**src/rsq_pkg.sv**
```systemverilog
// Shared constants, register map and state type for the repeated start sequencer
package rsq_pkg;
  localparam int          ADDR_W          = 8;
  localparam int          DATA_W          = 8;
  localparam int          BRG_W           = 8;
  // Register offsets
  localparam logic [7:0]  OFS_CTL_ONE     = 8'h00;
  localparam logic [7:0]  OFS_CTL_TWO     = 8'h01;
  localparam logic [7:0]  OFS_BAUD        = 8'h02;
  localparam logic [7:0]  OFS_STATUS      = 8'h03;
  localparam logic [7:0]  OFS_IRQ_STAT    = 8'h04;
  localparam logic [7:0]  OFS_IRQ_CLR     = 8'h05;
  localparam logic [7:0]  OFS_IRQ_EN      = 8'h06;
  // Field positions of port_control_one
  localparam int          BIT_WRITE_COLLIDE_FLAG        = 7;
  localparam int          BIT_OVF         = 6;
  localparam int          BIT_PEN         = 5;
  localparam int          BIT_CPOL        = 4;
  localparam int          MODE_HI         = 3;
  // Field positions of port_control_two and port_status_reg
  localparam int          BIT_RESTART_ENABLE_BIT        = 1;
  localparam int          BIT_START       = 3;
  // Interrupt status bits
  localparam int          IRQ_EVENT       = 0;
  localparam int          IRQ_BCOL        = 1;
  localparam int          IRQ_W           = 2;
  // Reset values
  localparam logic [7:0]  RST_CTL_ONE     = 8'h00;
  localparam logic [7:0]  RST_BAUD        = 8'h04;
  localparam logic [7:0]  RD_UNMAPPED     = 8'h00;

  // Sequencer states
  typedef enum logic [2:0] {
    RSQ_IDLE,
    RSQ_SCL_LOW,
    RSQ_SDA_HIGH,
    RSQ_SCL_REL,
    RSQ_HOLD_HIGH,
    RSQ_SDA_LOW
  } rsq_state_t;
endpackage : rsq_pkg

```
**src/rsq_brg_if.sv**
```systemverilog
// Control link between the sequencer and its baud rate generator
`timescale 1ns/10ps
interface rsq_brg_if #(parameter int W = 8);
  logic         load;
  logic [W-1:0] reload;
  logic         expired;
  modport ctl (output load, output reload, input expired);
  modport brg (input load, input reload, output expired);
endinterface : rsq_brg_if

```
**src/rsq_brg.sv**
```systemverilog
// Baud rate generator: one period is reload plus two clock cycles
`timescale 1ns/10ps
module rsq_brg #(
  parameter int W = 8
) (
  input wire logic sys_clk,
  input wire logic rst_n,
  rsq_brg_if.brg   link
);
  import rsq_pkg::*;

  logic [W-1:0] cnt_ff;
  logic [W-1:0] nxt_cnt;
  logic         run_ff;
  logic         nxt_run;
  logic         exp_ff;
  logic         nxt_exp;

  // Count down after a load, pulse once on reaching zero
  always_comb begin
    nxt_cnt = cnt_ff;
    nxt_run = run_ff;
    nxt_exp = 1'b0;
    if (link.load) begin
      nxt_cnt = link.reload;
      nxt_run = 1'b1;
    end else if (run_ff) begin
      if (cnt_ff == '0) begin
        nxt_run = 1'b0;
        nxt_exp = 1'b1;
      end else begin
        nxt_cnt = cnt_ff - 1'b1;
      end
    end
  end

  // Registers of the generator
  always_ff @(posedge sys_clk) begin
    if (!rst_n) begin
      cnt_ff <= '0;
      run_ff <= 1'b0;
      exp_ff <= 1'b0;
    end else begin
      cnt_ff <= nxt_cnt;
      run_ff <= nxt_run;
      exp_ff <= nxt_exp;
    end
  end

  assign link.expired = exp_ff;
endmodule : rsq_brg

```
**src/rsq_top.sv**
```systemverilog
// Repeated start sequencer with register port, collision check and interrupt
//
// Notes on behaviour
// - Restart enable set while idle starts sequence
// - First pull clock line low
// - Clock seen low: load generator, release data
// - Generator expired, data high: release clock
// - Clock seen high: reload, both high one period
// - Pull data low one period, then clock low
// - Finish: clear restart bit, no reload, data low
// - Start condition on lines sets start flag
// - Event flag only after final period expires
// - Restart request ignored while another event busy
// - Data low at clock rise is collision
// - Clock low before data pulled low is collision
// - Control one: 8 bits, flags, enable, mode
//
// Implementation choices: the address map and the plain strobed port.
`timescale 1ns/10ps
module rsq_top (
  input  wire logic                       sys_clk,
  input  wire logic                       rst_n,
  input  wire logic [rsq_pkg::ADDR_W-1:0] reg_addr,
  input  wire logic [rsq_pkg::DATA_W-1:0] reg_wdata,
  input  wire logic                       reg_wr,
  input  wire logic                       reg_rd,
  output logic [rsq_pkg::DATA_W-1:0]      reg_rdata,
  input  wire logic                       other_event_busy,
  input  wire logic                       scl_i,
  output logic                            scl_o,
  output logic                            scl_oe,
  input  wire logic                       sda_i,
  output logic                            sda_o,
  output logic                            sda_oe,
  output logic                            irq
);
  import rsq_pkg::*;

  rsq_brg_if #(.W(BRG_W)) brg_link ();

  rsq_brg #(.W(BRG_W)) u_brg (
    .sys_clk (sys_clk),
    .rst_n   (rst_n),
    .link    (brg_link)
  );

  rsq_state_t        state_ff;
  rsq_state_t        nxt_state;
  logic [7:0]        ctl_one_ff;
  logic [7:0]        nxt_ctl_one;
  logic              restart_enable_bit_ff;
  logic              nxt_restart_enable_bit;
  logic [BRG_W-1:0]  baud_ff;
  logic [BRG_W-1:0]  nxt_baud;
  logic              start_ff;
  logic              nxt_start;
  logic [IRQ_W-1:0]  irq_stat_ff;
  logic [IRQ_W-1:0]  nxt_irq_stat;
  logic [IRQ_W-1:0]  irq_en_ff;
  logic [IRQ_W-1:0]  nxt_irq_en;
  logic [7:0]        rdata_ff;
  logic [7:0]        nxt_rdata;
  logic              irq_ff;
  logic              nxt_irq;
  logic              scl_oe_ff;
  logic              nxt_scl_oe;
  logic              sda_oe_ff;
  logic              nxt_sda_oe;
  logic              scl_q_ff;
  logic              sda_q_ff;
  logic              ev_done;
  logic              ev_bcol;
  logic              brg_load;

  // Write strobe decode helper
  function automatic logic wr_hit(input logic [7:0] ofs);
    wr_hit = reg_wr && (reg_addr == ofs);
  endfunction : wr_hit

  // Line went high between the last sample and this one
  function automatic logic rose_seen(input logic now_lvl, input logic was_lvl);
    rose_seen = now_lvl && !was_lvl;
  endfunction : rose_seen

  // Line went low between the last sample and this one
  function automatic logic fell_seen(input logic now_lvl, input logic was_lvl);
    fell_seen = !now_lvl && was_lvl;
  endfunction : fell_seen

  // Sequencer: walks the repeated start on the two lines
  always_comb begin
    nxt_state  = state_ff;
    nxt_scl_oe = scl_oe_ff;
    nxt_sda_oe = sda_oe_ff;
    brg_load   = 1'b0;
    ev_done    = 1'b0;
    ev_bcol    = 1'b0;
    case (state_ff)
      RSQ_IDLE: begin
        if (restart_enable_bit_ff) begin
          nxt_scl_oe = 1'b1;
          nxt_state  = RSQ_SCL_LOW;
        end
      end
      RSQ_SCL_LOW: begin
        if (!scl_i) begin
          brg_load   = 1'b1;
          nxt_sda_oe = 1'b0;
          nxt_state  = RSQ_SDA_HIGH;
        end
      end
      RSQ_SDA_HIGH: begin
        if (brg_link.expired) begin
          if (sda_i) begin
            nxt_scl_oe = 1'b0;
            nxt_state  = RSQ_SCL_REL;
          end else begin
            ev_bcol = 1'b1;
          end
        end
      end
      RSQ_SCL_REL: begin
        if (rose_seen(scl_i, scl_q_ff) && !sda_i) begin
          ev_bcol = 1'b1;
        end else if (scl_i) begin
          brg_load  = 1'b1;
          nxt_state = RSQ_HOLD_HIGH;
        end
      end
      RSQ_HOLD_HIGH: begin
        if (!scl_i) begin
          ev_bcol = 1'b1;
        end else if (!sda_i) begin
          ev_bcol = 1'b1;
        end else if (brg_link.expired) begin
          nxt_sda_oe = 1'b1;
          brg_load   = 1'b1;
          nxt_state  = RSQ_SDA_LOW;
        end
      end
      RSQ_SDA_LOW: begin
        if (brg_link.expired) begin
          nxt_scl_oe = 1'b1;
          ev_done    = 1'b1;
          nxt_state  = RSQ_IDLE;
        end
      end
      default: begin
        nxt_state = RSQ_IDLE;
      end
    endcase
    // Any collision drops both lines and returns to idle
    if (ev_bcol) begin
      nxt_scl_oe = 1'b0;
      nxt_sda_oe = 1'b0;
      nxt_state  = RSQ_IDLE;
    end
  end

  assign brg_link.load   = brg_load;
  assign brg_link.reload = baud_ff;

  // Control registers: restart request, baud reload, control one
  always_comb begin
    nxt_restart_enable_bit    = restart_enable_bit_ff;
    nxt_baud    = baud_ff;
    nxt_ctl_one = ctl_one_ff;
    if (wr_hit(OFS_CTL_ONE)) begin
      // Flag bits clear on a written zero only
      nxt_ctl_one = reg_wdata;
      nxt_ctl_one[BIT_WRITE_COLLIDE_FLAG] = ctl_one_ff[BIT_WRITE_COLLIDE_FLAG] & reg_wdata[BIT_WRITE_COLLIDE_FLAG];
      nxt_ctl_one[BIT_OVF]  = ctl_one_ff[BIT_OVF] & reg_wdata[BIT_OVF];
    end
    if (wr_hit(OFS_BAUD)) begin
      nxt_baud = reg_wdata[BRG_W-1:0];
    end
    // Restart request is taken only while idle and the bus is free
    if (wr_hit(OFS_CTL_TWO) && reg_wdata[BIT_RESTART_ENABLE_BIT]) begin
      if (state_ff == RSQ_IDLE && !restart_enable_bit_ff && !other_event_busy
          && ctl_one_ff[BIT_PEN]) begin
        nxt_restart_enable_bit = 1'b1;
      end else begin
        nxt_ctl_one[BIT_WRITE_COLLIDE_FLAG] = 1'b1;
      end
    end
    // Request stays set through the sequence, hardware clears it at the end
    if (ev_done || ev_bcol) begin
      nxt_restart_enable_bit = 1'b0;
    end
  end

  // Line monitor: start sets the flag, stop clears it
  always_comb begin
    nxt_start = start_ff;
    if (scl_i && scl_q_ff && fell_seen(sda_i, sda_q_ff)) begin
      nxt_start = 1'b1;
    end else if (scl_i && scl_q_ff && rose_seen(sda_i, sda_q_ff)) begin
      nxt_start = 1'b0;
    end
  end

  // Interrupt flags: set wins over a clear in the same cycle
  always_comb begin
    nxt_irq_stat = irq_stat_ff;
    nxt_irq_en   = irq_en_ff;
    if (wr_hit(OFS_IRQ_CLR)) begin
      nxt_irq_stat = irq_stat_ff & ~reg_wdata[IRQ_W-1:0];
    end
    if (wr_hit(OFS_IRQ_EN)) begin
      nxt_irq_en = reg_wdata[IRQ_W-1:0];
    end
    if (ev_done) begin
      nxt_irq_stat[IRQ_EVENT] = 1'b1;
    end
    if (ev_bcol) begin
      nxt_irq_stat[IRQ_BCOL] = 1'b1;
    end
    nxt_irq = |(irq_stat_ff & irq_en_ff);
  end

  // Read port: data stands in the cycle after the strobe
  always_comb begin
    nxt_rdata = 8'h00;
    if (reg_rd) begin
      case (reg_addr)
        OFS_CTL_ONE:  nxt_rdata = ctl_one_ff;
        OFS_CTL_TWO:  nxt_rdata[BIT_RESTART_ENABLE_BIT] = restart_enable_bit_ff;
        OFS_BAUD:     nxt_rdata[BRG_W-1:0] = baud_ff;
        OFS_STATUS:   nxt_rdata[BIT_START] = start_ff;
        OFS_IRQ_STAT: nxt_rdata[IRQ_W-1:0] = irq_stat_ff;
        OFS_IRQ_EN:   nxt_rdata[IRQ_W-1:0] = irq_en_ff;
        default:      nxt_rdata = RD_UNMAPPED;
      endcase
    end
  end

  // Sequencer registers
  always_ff @(posedge sys_clk) begin
    if (!rst_n) begin
      state_ff    <= RSQ_IDLE;
      scl_oe_ff   <= 1'b0;
      sda_oe_ff   <= 1'b0;
    end else begin
      state_ff    <= nxt_state;
      scl_oe_ff   <= nxt_scl_oe;
      sda_oe_ff   <= nxt_sda_oe;
    end
  end

  // Control registers
  always_ff @(posedge sys_clk) begin
    if (!rst_n) begin
      ctl_one_ff  <= RST_CTL_ONE;
      restart_enable_bit_ff     <= 1'b0;
      baud_ff     <= RST_BAUD;
    end else begin
      ctl_one_ff  <= nxt_ctl_one;
      restart_enable_bit_ff     <= nxt_restart_enable_bit;
      baud_ff     <= nxt_baud;
    end
  end

  // Line samples and start flag; lines read as idle high after reset
  always_ff @(posedge sys_clk) begin
    if (!rst_n) begin
      start_ff    <= 1'b0;
      scl_q_ff    <= 1'b1;
      sda_q_ff    <= 1'b1;
    end else begin
      start_ff    <= nxt_start;
      scl_q_ff    <= scl_i;
      sda_q_ff    <= sda_i;
    end
  end

  // Interrupt registers
  always_ff @(posedge sys_clk) begin
    if (!rst_n) begin
      irq_stat_ff <= '0;
      irq_en_ff   <= '0;
      irq_ff      <= 1'b0;
    end else begin
      irq_stat_ff <= nxt_irq_stat;
      irq_en_ff   <= nxt_irq_en;
      irq_ff      <= nxt_irq;
    end
  end

  // Read data register
  always_ff @(posedge sys_clk) begin
    if (!rst_n) begin
      rdata_ff    <= 8'h00;
    end else begin
      rdata_ff    <= nxt_rdata;
    end
  end

  // Open-drain pins only ever pull low
  assign scl_o     = 1'b0;
  assign sda_o     = 1'b0;
  assign scl_oe    = scl_oe_ff;
  assign sda_oe    = sda_oe_ff;
  assign reg_rdata = rdata_ff;
  assign irq       = irq_ff;
endmodule : rsq_top

```
**config.mk**
```make
export PLATFORM = sky130hd
export DESIGN_NAME = rsq_top
export DESIGN_NICKNAME = d
export VERILOG_FILES = /design/src/rsq_pkg.sv /design/src/rsq_brg_if.sv /design/src/rsq_brg.sv /design/src/rsq_top.sv
export SDC_FILE = /design/constraint.sdc
export NUM_CORES = 1
export LEC_CHECK = 0
export BUFFER_PORTS_ARGS = -buffer_cell sky130_fd_sc_hd__buf_2
export CAP_MARGIN = 15
export CORE_ASPECT_RATIO = 1.4
export CORE_MARGIN = 2
export CORE_UTILIZATION = 50
export CTS_CLUSTER_DIAMETER = 30
export DETAILED_ROUTE_END_ITERATION = 12
export MAX_ROUTING_LAYER = met4
export PLACE_DENSITY = 0.74
export SLEW_MARGIN = 20
export SYNTH_ARGS = -nofsm -noshare
export SYNTH_HDL_FRONTEND = slang
export SYNTH_SLANG_ARGS = --single-unit
```
**constraint.sdc**
```tcl
create_clock -name sys_clk -period 2.8 [get_ports sys_clk]
set_input_delay 0.28 -clock sys_clk [delete_from_list [all_inputs] [get_ports sys_clk]]
set_output_delay 0.28 -clock sys_clk [all_outputs]
set_load 0.005 [all_outputs]
```
## After elaboration in Yosys (flattened, before gate mapping)

Cells that the tools add are included.

- Flip-flop bits (word level): 48
- Input port bits: 23
- Output and inout bits: 13
- Logic and storage cells: 142

- $add $sub $neg: 1
- Equal/unequal tests: 22
- Mux-type cells: 53
- Bitwise operators: 7
- Reductions and logical operators: 41

Operators with widths:

| operator | count |
|---|---|
| $mux 8 | 4 |
| $mux 3 | 10 |
| $mux 1 | 28 |
| $eq 8x3->1 const B | 3 |
| $pmux 3 s6 | 1 |
| $eq 8x2->1 const B | 2 |
| $logic_and 1x1->1 | 16 |
| $logic_not 8->1 | 2 |
| $ne 2x2->1 const B | 8 |
| $pmux 1 s3 | 4 |
| $reduce_and 10->1 | 1 |
| $reduce_and 5->1 | 2 |
| $reduce_bool 2->1 | 5 |
| $eq 8x1->1 const B | 1 |
| $pmux 4 s2 | 1 |
| $sub 8x1->8 const B | 1 |
| $eq 3x2->1 const B | 2 |
| $eq 3x3->1 const B | 2 |
| $ne 2x1->1 const B | 3 |
| $reduce_and 2->1 | 3 |
| $reduce_or 2->1 | 3 |
| $logic_not 1->1 | 5 |
| $pmux 1 s5 | 1 |
| $and 2x2->2 | 2 |
| 11 further kinds | 14 |

## Depth between registers and ports, before layout

Gate-level depths: netlist of run 1.

- Word-level depth: 7
- Mapped depth: 6
- Depth with buffers taken out: 6

## By module

A second synthesis of run 1 with hierarchy kept.

- Cell total of the unflattened synthesis: 265
- Area total of the unflattened synthesis: 2,349.8 um^2

By module, submodules not included:

| module | instances | cells each | area each (um^2) | sequential area each (um^2) |
|---|---|---|---|---|
| rsq_top | 1 | 194 | 1,745.4 | 760.7 |
| rsq_brg | 1 | 71 | 604.3 | 200.2 |

## Least setup slack after synthesis of run 1

No wires, ideal clock.

- Kind: reg-to-reg
- Start: register u_brg.cnt_ff[0]
- End: register u_brg.cnt_ff[1]
- Library setup time: 75 ps
- Data arrival time: 1,887 ps
- Required time: 2,725 ps
- Path slack: 838 ps
- Cell stages (with the launch flop): 7
- Buffers on the path: 0
- Clock period less this slack: 1,962 ps
- Cell sequence: dfxtp_1 > inv_1 > ha_1 > or4b_2 > o21ai_1 > mux2_2 > o22ai_1

- Word-level cells in the longest chain between the ends: 4
- Elaborated cells on any way between the ends: 7
- Classes of those cells: 1 x add/sub; 1 x eq/ne; 3 x mux; 2 x reduce/logical

RTL lines:

| element | line | text |
|---|---|---|
| from (decl) | rsq_brg.sv:12 | `logic [W-1:0] cnt_ff;` |
| from (signal assigned) | rsq_brg.sv:44 | `cnt_ff <= nxt_cnt;` |
| $sub 8x1->8 | rsq_brg.sv:32 | `nxt_cnt = cnt_ff - 1'b1;` |
| $mux 8 | rsq_brg.sv:28 | `if (cnt_ff == '0) begin` |
| $mux 8 | rsq_brg.sv:27 | `end else if (run_ff) begin` |
| $mux 8 | rsq_brg.sv:24 | `if (link.load) begin` |

Several ways; a longest one is shown, not always the timed one. The select of a mux whose other input is x is not followed.
A chain may end at the register's enable or synchronous reset.

## Final worst setup path of run 1

Same ends and word-level chain as after synthesis.

==> impl_metrics.tcl, run 1 <==
set metrics [dict create \
    cp_num_cells 6 \
    async_flop_share_pct 0 \
    drtAntennaViolNets 0 \
    worstPathCellList "inv_1, ha_1, or4b_2, o21ai_1, mux2_2, o22ai_1" \
    cts_max_path_buffers 2 \
    worstMarginPinSlew_ns 0.736 \
    hold_ws_ns 0.202 \
    start_util_pct 51.0 \
    numClockSinks 48 \
    clkTransAtPathRegs_ns 0.09 \
    endpoint "u_brg.cnt_ff[1]" \
    cp_num_buf_inv 1 \
    multi_input_area_mm2 0.00123 \
    io_buffers 33 \
    grt_pass1_wl_um 8310 \
    startpoint_type "flop" \
    cp.arrival_ns 2.35 \
    totalWireLength_um 5000 \
    drv_slew 0 \
    grt_pass1_vias 1781 \
    drc 0 \
    die_h_um 83.8 \
    fin_ws_ns 0.676 \
    wl_per_cell_um 14.4 \
    grt_max_degree 20 \
    period_share_pct 75.9 \
    switchingPower_w 0.000485 \
    stdcell_count 346 \
    drt-initial-drc-count 64 \
    core_area_mm2 0.00446 \
    rows 29 \
    finalHoldViolCount 0 \
    rsz0062_at_grt "no" \
    swShare_pct 31.3 \
    slowest_delay_ns 0.61 \
    synth_warnings 0 \
    dr.pass1.iters 4 \
    rr_worst_depth 6 \
    synth.top_cell.area_share_pct 42.2 \
    clock_power_share_pct 28.2 \
    syn_area_per_cell_um2 8.89 \
    hold_start "reg_wdata[2]" \
    synthFlopType "dfxtp_1" \
    fin_worst_skew_ns 0.00818 \
    final-setup-viol-count 0 \
    crit_family "simple AND/OR/NAND/NOR gates" \
    powerDensity_mw_per_mm2 602 \
    synth_area_mm2 0.00227 \
    grt_usage_pct 21.7 \
    htreeDepth 2 \
    cts_resized 0 \
    n_antenna_cell 0 \
    fin_nets 308 \
    gp_congestion 0.793 \
    place_inst 338 \
    path_max_fanout 4 \
    internal_power_w 0.00106 \
    cap_violations 0 \
    dieWidth_um 61.0 \
    synth-seq-area-share_pct 42.2 \
    fin_setup_tns_ns 0 \
    r2r-end "u_brg.cnt_ff[1]" \
    post_cts_buffers 0 \
    grt.overflow.total 0 \
    fillCellCount 417 \
    setup.worst_path.class "flop to flop" \
    cts_tree "yes" \
    cpMaxStageDelayCell "or4b_2" \
    r2r_slack_ns 0.68 \
    dpl_worst_slack_ns 0.691 \
    ys_types 55 \
    insertion_delay_ns 0.31 \
    ir_worst_vdd_uv 418 \
    startpoint "u_brg.cnt_ff[0]" \
    areaGrowthSynthToFinish_pct 12.9 \
    slew_headroom_pct 50.6 \
    final_layout_size_suffix_gt1_share_pct 19.0 \
    ff_latch_area_um2 961 \
    grt_antenna_before_repair 0 \
    ios 36 \
    synthCells 256 \
    combPwrFrac_pct 21.0 \
    status "complete, no violations" \
    dp_hpwl_um 3660 \
    end_kind "flop" \
    synth_most_common_cell "dfxtp_1" \
    synth_edf_count 0 \
    timing.rr.start "u_brg.cnt_ff[0]" \
    min_path_type "input port to flop" \
    avgViaCountPerCell 5.71 \
    min_period_ns 2.12 \
    cp.required_ns 3.03 \
    leakagePower_nw 0.956 \
    ys_ff_latch 48 \
    cts_buffers 5 \
    synth_area_leader_cell "dfxtp_1" \
    vias 1974 \
    synthTopCellsByCount "dfxtp_1, nor2_1, mux2i_1" \
    fmax_ghz 0.471 \
    p_seq_share_pct 50.8 \
    fp.dieArea_mm2 0.00511 \
    yosys-top-cells-area "dfxtp_1, mux2i_1, a21oi_1" \
    power_w 0.00155 \
    cts_root_buffer "clkbuf_8" \
    ctsHoldBuffers 0 \
]
-- logic make-up (layout without fill, tap and decap cells) --
group	Yosys count	in the layout	synth area share (%)
buffers and inverters	22	49	4.01
AOI/OAI and AO/OA	58	58	16.4
DFF	48	48	42.2
muxes	24	24	11.2
and+or+nand+nor	99	99	24.1
adders and majority gates	2	2	1.10
other	1	2	0.165
xor gates and xnor gates	2	2	0.770
-- worst register-to-register path, delay by kind of cell (launching register included) --
family | cells | cell delay [ns]
buf+inv | 1 | 0.11
simple gates | 1 | 0.61
flops | 1 | 0.31
compound gates | 2 | 0.43
fa+ha+maj | 1 | 0.21
mux | 1 | 0.37
-- how the worst min path moves through the flow --
stage / to / cells past startpoint / slack, ns
final: baud_ff[2] / 3 / 0.20
after global routing: baud_ff[2] / 3 / 0.21
after detailed placement: ctl_one_ff[6] / 1 / 0.44
after floorplan: baud_ff[2] / 2 / 0.41
after global placement: ctl_one_ff[6] / 1 / 0.44
after CTS: baud_ff[2] / 3 / 0.19
-- registers in the layout (all words and copies together), names as in the netlist, 2 cells and up --
| name | flops |
|---|---|
| reg_rdata | 8 |
| irq_en_ff | 2 |
| irq_stat_ff | 2 |
| state_ff | 3 |
| baud_ff | 8 |
| u_brg.cnt_ff | 8 |
| ctl_one_ff | 8 |
-- cell type report --
type,instances,share of cell area (%)
multi-input combinational,187,47.7
inverter,5,0.731
clock buffer,6,3.21
clock inverter,2,0.585
sequential,48,37.4
tap,62,3.02
timing repair buffer,36,7.31
-- power by group through the flow --
| stage | combinational [W] | clock [W] | sequential, W |
|---|---|---|---|
| floorplan | 0.000281 | 0 | 0.000764 |
| global placement | 0.000316 | 0 | 0.000798 |
| detailed placement | 0.000322 | 0 | 0.000799 |
| CTS | 0.000324 | 0.000445 | 0.000783 |
| global route | 0.000366 | 0.000474 | 0.000795 |
| finish | 0.000325 | 0.000437 | 0.000785 |
-- placed cells by master, fill, tap and decap left out, types with 3 or more instances in the layout --
| cell type | instances |
|---|---|
| a311oi_1 | 3 |
| nor2_1 | 25 |
| buf_4 | 3 |
| o21ai_0 | 10 |
| inv_1 | 4 |
| nor4_1 | 3 |
| clkbuf_8 | 6 |
| mux2i_1 | 22 |
| nor3b_1 | 3 |
| and2_1 | 4 |
| nor3_1 | 4 |
| nand3_1 | 11 |
| nand4_1 | 3 |
| a211oi_1 | 4 |
| nor2b_1 | 5 |
| or3_1 | 3 |
| nand2b_1 | 5 |
| or4_1 | 4 |
| nand2_1 | 16 |
| a21oi_1 | 21 |
| buf_2 | 33 |
| dfxtp_1 | 48 |
-- per-layer routing --
metal / track usage [%] / part of all wire, % / vias up
li1: - / - / 984
met1: 27.7 / 45 / 943
met2: 34.2 / 50 / 39
met3: 4.96 / 3.7 / 8
met4: 5.93 / 1.4 / 0
met5: - / 0 / -
-- through the flow --
stage               util [%]  instance area (um^2)
global route            57.6                  2570
finish                  57.6                  2570
floorplan                  -                  2280
detailed placement      55.4                  2470
global placement        55.4                  2470
CTS                     57.6                  2570
Note: power is estimated with default switching activity, not from simulation.
==> run 2: changes to the inputs <==
Settings changed: PLACE_DENSITY 0.74 to 0.77.
Clock period 2.8 ns to 1.95 ns, I/O delays scaled along.
==> impl_metrics.tcl, run 2 (same netlist as run 1, synthesis figures left out) <==
set metrics [dict create \
    ios 36 \
    min_period_ns 1.84 \
    cts_resized 1 \
    n_antenna_cell 0 \
    dr.pass1.iters 4 \
    dieWidth_um 61.0 \
    grt_max_degree 20 \
    grt.overflow.total 0 \
    rr_worst_depth 6 \
    status "complete, no violations" \
    fmax_ghz 0.542 \
    insertion_delay_ns 0.31 \
    ff_latch_area_um2 961 \
    multi_input_area_mm2 0.00123 \
    grt_usage_pct 22.5 \
    period_share_pct 94.6 \
    finalHoldViolCount 0 \
    totalWireLength_um 5090 \
    leakagePower_nw 1.01 \
    drt-initial-drc-count 102 \
    fin_setup_tns_ns 0 \
    grt_pass1_wl_um 8470 \
    numClockSinks 48 \
    fin_worst_skew_ns 0.00948 \
    drv_slew 0 \
    worstMarginPinSlew_ns 0.552 \
    hold_path_depth 3 \
    core_area_mm2 0.00446 \
    final_layout_size_suffix_gt1_share_pct 21.6 \
    slowest_delay_ns 0.48 \
    wl_per_cell_um 14.4 \
    cts_root_buffer "clkbuf_8" \
    cts_buffers 5 \
    layout_common_cells "dfxtp_1, buf_2, nor2_1" \
    htreeDepth 2 \
    min_path_type "input port to flop" \
    ir_worst_vdd_uv 578 \
    final_util_pct 59.5 \
    io_buffers 33 \
    powerDensity_mw_per_mm2 898 \
    die_h_um 83.8 \
    busiest_layer "met2" \
    avgViaCountPerCell 5.55 \
    grt_pass1_vias 1862 \
    rows 29 \
    final_common_cell "dfxtp_1" \
    gp_congestion 0.841 \
    cpMaxStageDelayCell "or4b_4" \
    post_cts_buffers 0 \
    rsz0062_at_grt "no" \
    clkTransAtPathRegs_ns 0.09 \
    grt.met1_usage_pct 26.8 \
    fin_nets 316 \
    cp.arrival_ns 2.08 \
    areaGrowthSynthToFinish_pct 16.7 \
    fp.dieArea_mm2 0.00511 \
    end_kind "flop" \
    dp_hpwl_um 3680 \
    gr-usage-met3_pct 5.12 \
    path_max_fanout 3 \
    slew_headroom_pct 63.0 \
    vias 1963 \
    setup.worst_path.class "flop to flop" \
    drtAntennaViolNets 0 \
    cts_tree "yes" \
    met2_usage_pct 36.6 \
    final-setup-viol-count 0 \
    cp.required_ns 2.18 \
    start_util_pct 51.0 \
    worstPathCellList "inv_1, ha_1, or4b_4, o21ai_2, mux2_2, o22ai_1" \
    cap_violations 0 \
    grt_antenna_before_repair 0 \
    ctsHoldBuffers 0 \
    cts_max_path_buffers 2 \
    drc 0 \
    startpoint_type "flop" \
    fillCellCount 419 \
]
[run 2: cell type report]
cell class,instances,area share (%)
clock buffer,5,2.59
sequential,48,36.2
timing repair buffer,44,9.33
tap,62,2.92
clock inverter,3,1.79
multi-input combinational,187,46.5
inverter,5,0.707
[run 2: worst paths after layout]
| check | startpoint | end | slack [ns] |
|---|---|---|---|
| worst max-delay path | u_brg.cnt_ff[0] | u_brg.cnt_ff[1] | 0.11 |
| worst min-delay path | reg_wdata[2] | baud_ff[2] | 0.12 |
| worst max register to register | u_brg.cnt_ff[0] | u_brg.cnt_ff[1] | 0.11 |
| worst min register to register | ctl_one_ff[6] | ctl_one_ff[6] | 0.45 |
[run 2: power breakdown]
group	switching [W]	internal, W
clock	0.000354	0.000386
sequential	0.0000650	0.00104
combinational	0.000302	0.000240
[run 2: metal layers]
| layer | vias up | share of wire [%] | routed length [um] |
|---|---|---|---|
| li1 | 995 | - | - |
| met1 | 931 | 44 | 2240 |
| met2 | 32 | 51 | 2620 |
| met3 | 5 | 3.0 | 155 |
| met4 | 0 | 1.5 | 78 |
| met5 | - | 0 | 0 |
[run 2: critical path: cells and delay by family, from the launching register on]
family / cells / cell delay (ns)
AO/OA/AOI/OAI: 2 / 0.33
adder cells (fa/ha/maj): 1 / 0.19
buffers and inverters: 1 / 0.11
flip-flops: 1 / 0.32
multiplexers: 1 / 0.34
AND/OR/NAND/NOR: 1 / 0.48
[run 2: per-stage QoR]
stage	std cells	total power [W]	cell area (um^2)	setup WS [ns]	hold slack (ns)
after floorplan	257	0.00151	2280	0.0380	0.323
after global placement	346	0.00163	2530	0.0836	0.431
after detailed placement	346	0.00165	2530	0.0202	0.437
after CTS	354	0.00239	2660	0.133	0.120
after global routing	354	0.00251	2660	0.0165	0.118
final	354	0.00238	2660	0.106	0.124
==> run 3: changes to the inputs <==
Settings changed: CORE_MARGIN 2 to 10.
==> impl_metrics.tcl, run 3 (same netlist as run 1, synthesis figures left out) <==
set metrics [dict create \
    cp.required_ns 2.19 \
    gp_congestion 0.790 \
    multi_input_area_mm2 0.00124 \
    wl_per_cell_um 15.6 \
    wl_met1_um 2280 \
    fillCellCount 399 \
    die_h_um 99.8 \
    dr.pass1.iters 4 \
    grt_usage_pct 15.1 \
    start_util_pct 51.0 \
    crit_family "simple AND/OR/NAND/NOR gates" \
    cts_tree "yes" \
    cts_max_path_buffers 2 \
    drt-initial-drc-count 98 \
    post_cts_buffers 0 \
    period_share_pct 92.5 \
    finalHoldViolCount 0 \
    dieWidth_um 77.0 \
    grt_pass1_wl_um 9200 \
    htreeDepth 2 \
    ctsHoldBuffers 0 \
    grt_antenna_before_repair 0 \
    worstPathCellList "inv_1, ha_1, or4b_4, o21ai_2, mux2_2, o22ai_1" \
    setup.worst_path.class "flop to flop" \
    ff_latch_area_um2 961 \
    final-setup-viol-count 0 \
    insertion_delay_ns 0.32 \
    ir_worst_vdd_uv 862 \
    totalWireLength_um 5520 \
    grt_max_degree 20 \
    dp_hpwl_um 4020 \
    cp.arrival_ns 2.04 \
    slowest_delay_ns 0.48 \
    fin_worst_skew_ns 0.0136 \
    place_inst 345 \
    fin_setup_tns_ns 0 \
    slew_headroom_pct 66.1 \
    n_antenna_cell 0 \
    drv_slew 0 \
    min_period_ns 1.80 \
    fp.dieArea_mm2 0.00769 \
    drtAntennaViolNets 0 \
    final_common_cell "dfxtp_1" \
    rows 29 \
    dr_wl_met2_um 2810 \
    numClockSinks 48 \
    clkTransAtPathRegs_ns 0.09 \
    fin_nets 315 \
    fmax_ghz 0.554 \
    cts_root_buffer "clkbuf_8" \
    drc 0 \
    areaGrowthSynthToFinish_pct 16.7 \
    layout_common_cells "dfxtp_1, buf_2, nor2_1" \
    ios 36 \
    cpMaxStageDelayCell "or4b_4" \
    end_kind "flop" \
    final_layout_size_suffix_gt1_share_pct 22.0 \
    cts_buffers 5 \
    status "complete, no violations" \
    avgViaCountPerCell 5.65 \
    io_buffers 33 \
    cp_num_buf_inv 1 \
    cap_violations 0 \
    stdcell_count 353 \
    leakagePower_nw 1.01 \
    min_path_type "input port to flop" \
    core_area_mm2 0.00446 \
    top_layer_used "met4" \
    wl_met3_um 269 \
    power_w 0.00242 \
    path_max_fanout 3 \
    startpoint_type "flop" \
    vias 1993 \
    worstMarginPinSlew_ns 0.507 \
    grt.overflow.total 0 \
    powerDensity_mw_per_mm2 910 \
    rsz0062_at_grt "no" \
    grt_pass1_vias 2009 \
]
run 3: cell types whose count changed in the layout (fill, tap and decap cells not counted), sizes merged:
cell and change:
buf -1, clkbuf +1, clkinv -1
run 3: power by group:
part / total [W] / internal (W) / leakage [nW] / switching [W]
combinational: 0.000550 / 0.000244 / 0.561 / 0.000306
clock: 0.000766 / 0.000419 / 0.0614 / 0.000346
sequential: 0.00110 / 0.00104 / 0.388 / 0.0000638
run 3: layer usage:
| metal | vias to the layer above | GRT usage [%] |
|---|---|---|
| met5 | - | - |
| met4 | 0 | 7.46 |
| met3 | 11 | 4.03 |
| met2 | 51 | 25.4 |
| met1 | 931 | 16.2 |
| li1 | 1000 | - |
run 3: worst paths after layout:
check                           slack (ns)             from  depth (start not counted)              end
worst max-delay path                  0.15  u_brg.cnt_ff[1]                          6  u_brg.cnt_ff[1]
worst min-delay path                  0.14     reg_wdata[4]                          3       baud_ff[4]
worst max register to register        0.15  u_brg.cnt_ff[1]                          6  u_brg.cnt_ff[1]
worst min register to register        0.45    ctl_one_ff[6]                          1    ctl_one_ff[6]
run 3: worst min-delay path: stages:
cell	delay, ns
buf_2	0.09
mux2i_1	0.06
nor2_1	0.07
run 3: repair_timing:
action / 4_1_cts / 5_1_grt
setup endpoints to repair: 1 / 3
resized for setup: 1 / 2
pin swaps: 1 / 0
run 3: stage by stage:
| stage | util, % | hold slack, ns | instance area (um^2) | setup slack [ns] |
|---|---|---|---|---|
| after detailed placement | 56.6 | 0.440 | 2530 | 0.0226 |
| after global routing | 59.5 | 0.147 | 2660 | 0.0578 |
| after global placement | 56.6 | 0.432 | 2530 | 0.0833 |
| after CTS | 59.3 | 0.133 | 2650 | 0.00519 |
| after floorplan | - | 0.323 | 2280 | 0.0380 |
| final | 59.5 | 0.135 | 2660 | 0.146 |
run 3: final cells by class:
class	count	area share, %
sequential	48	36.2
timing repair buffer	43	9.05
inverter	5	0.707
clock inverter	2	1.46
tap	62	2.92
multi-input combinational	187	46.6
clock buffer	6	3.11
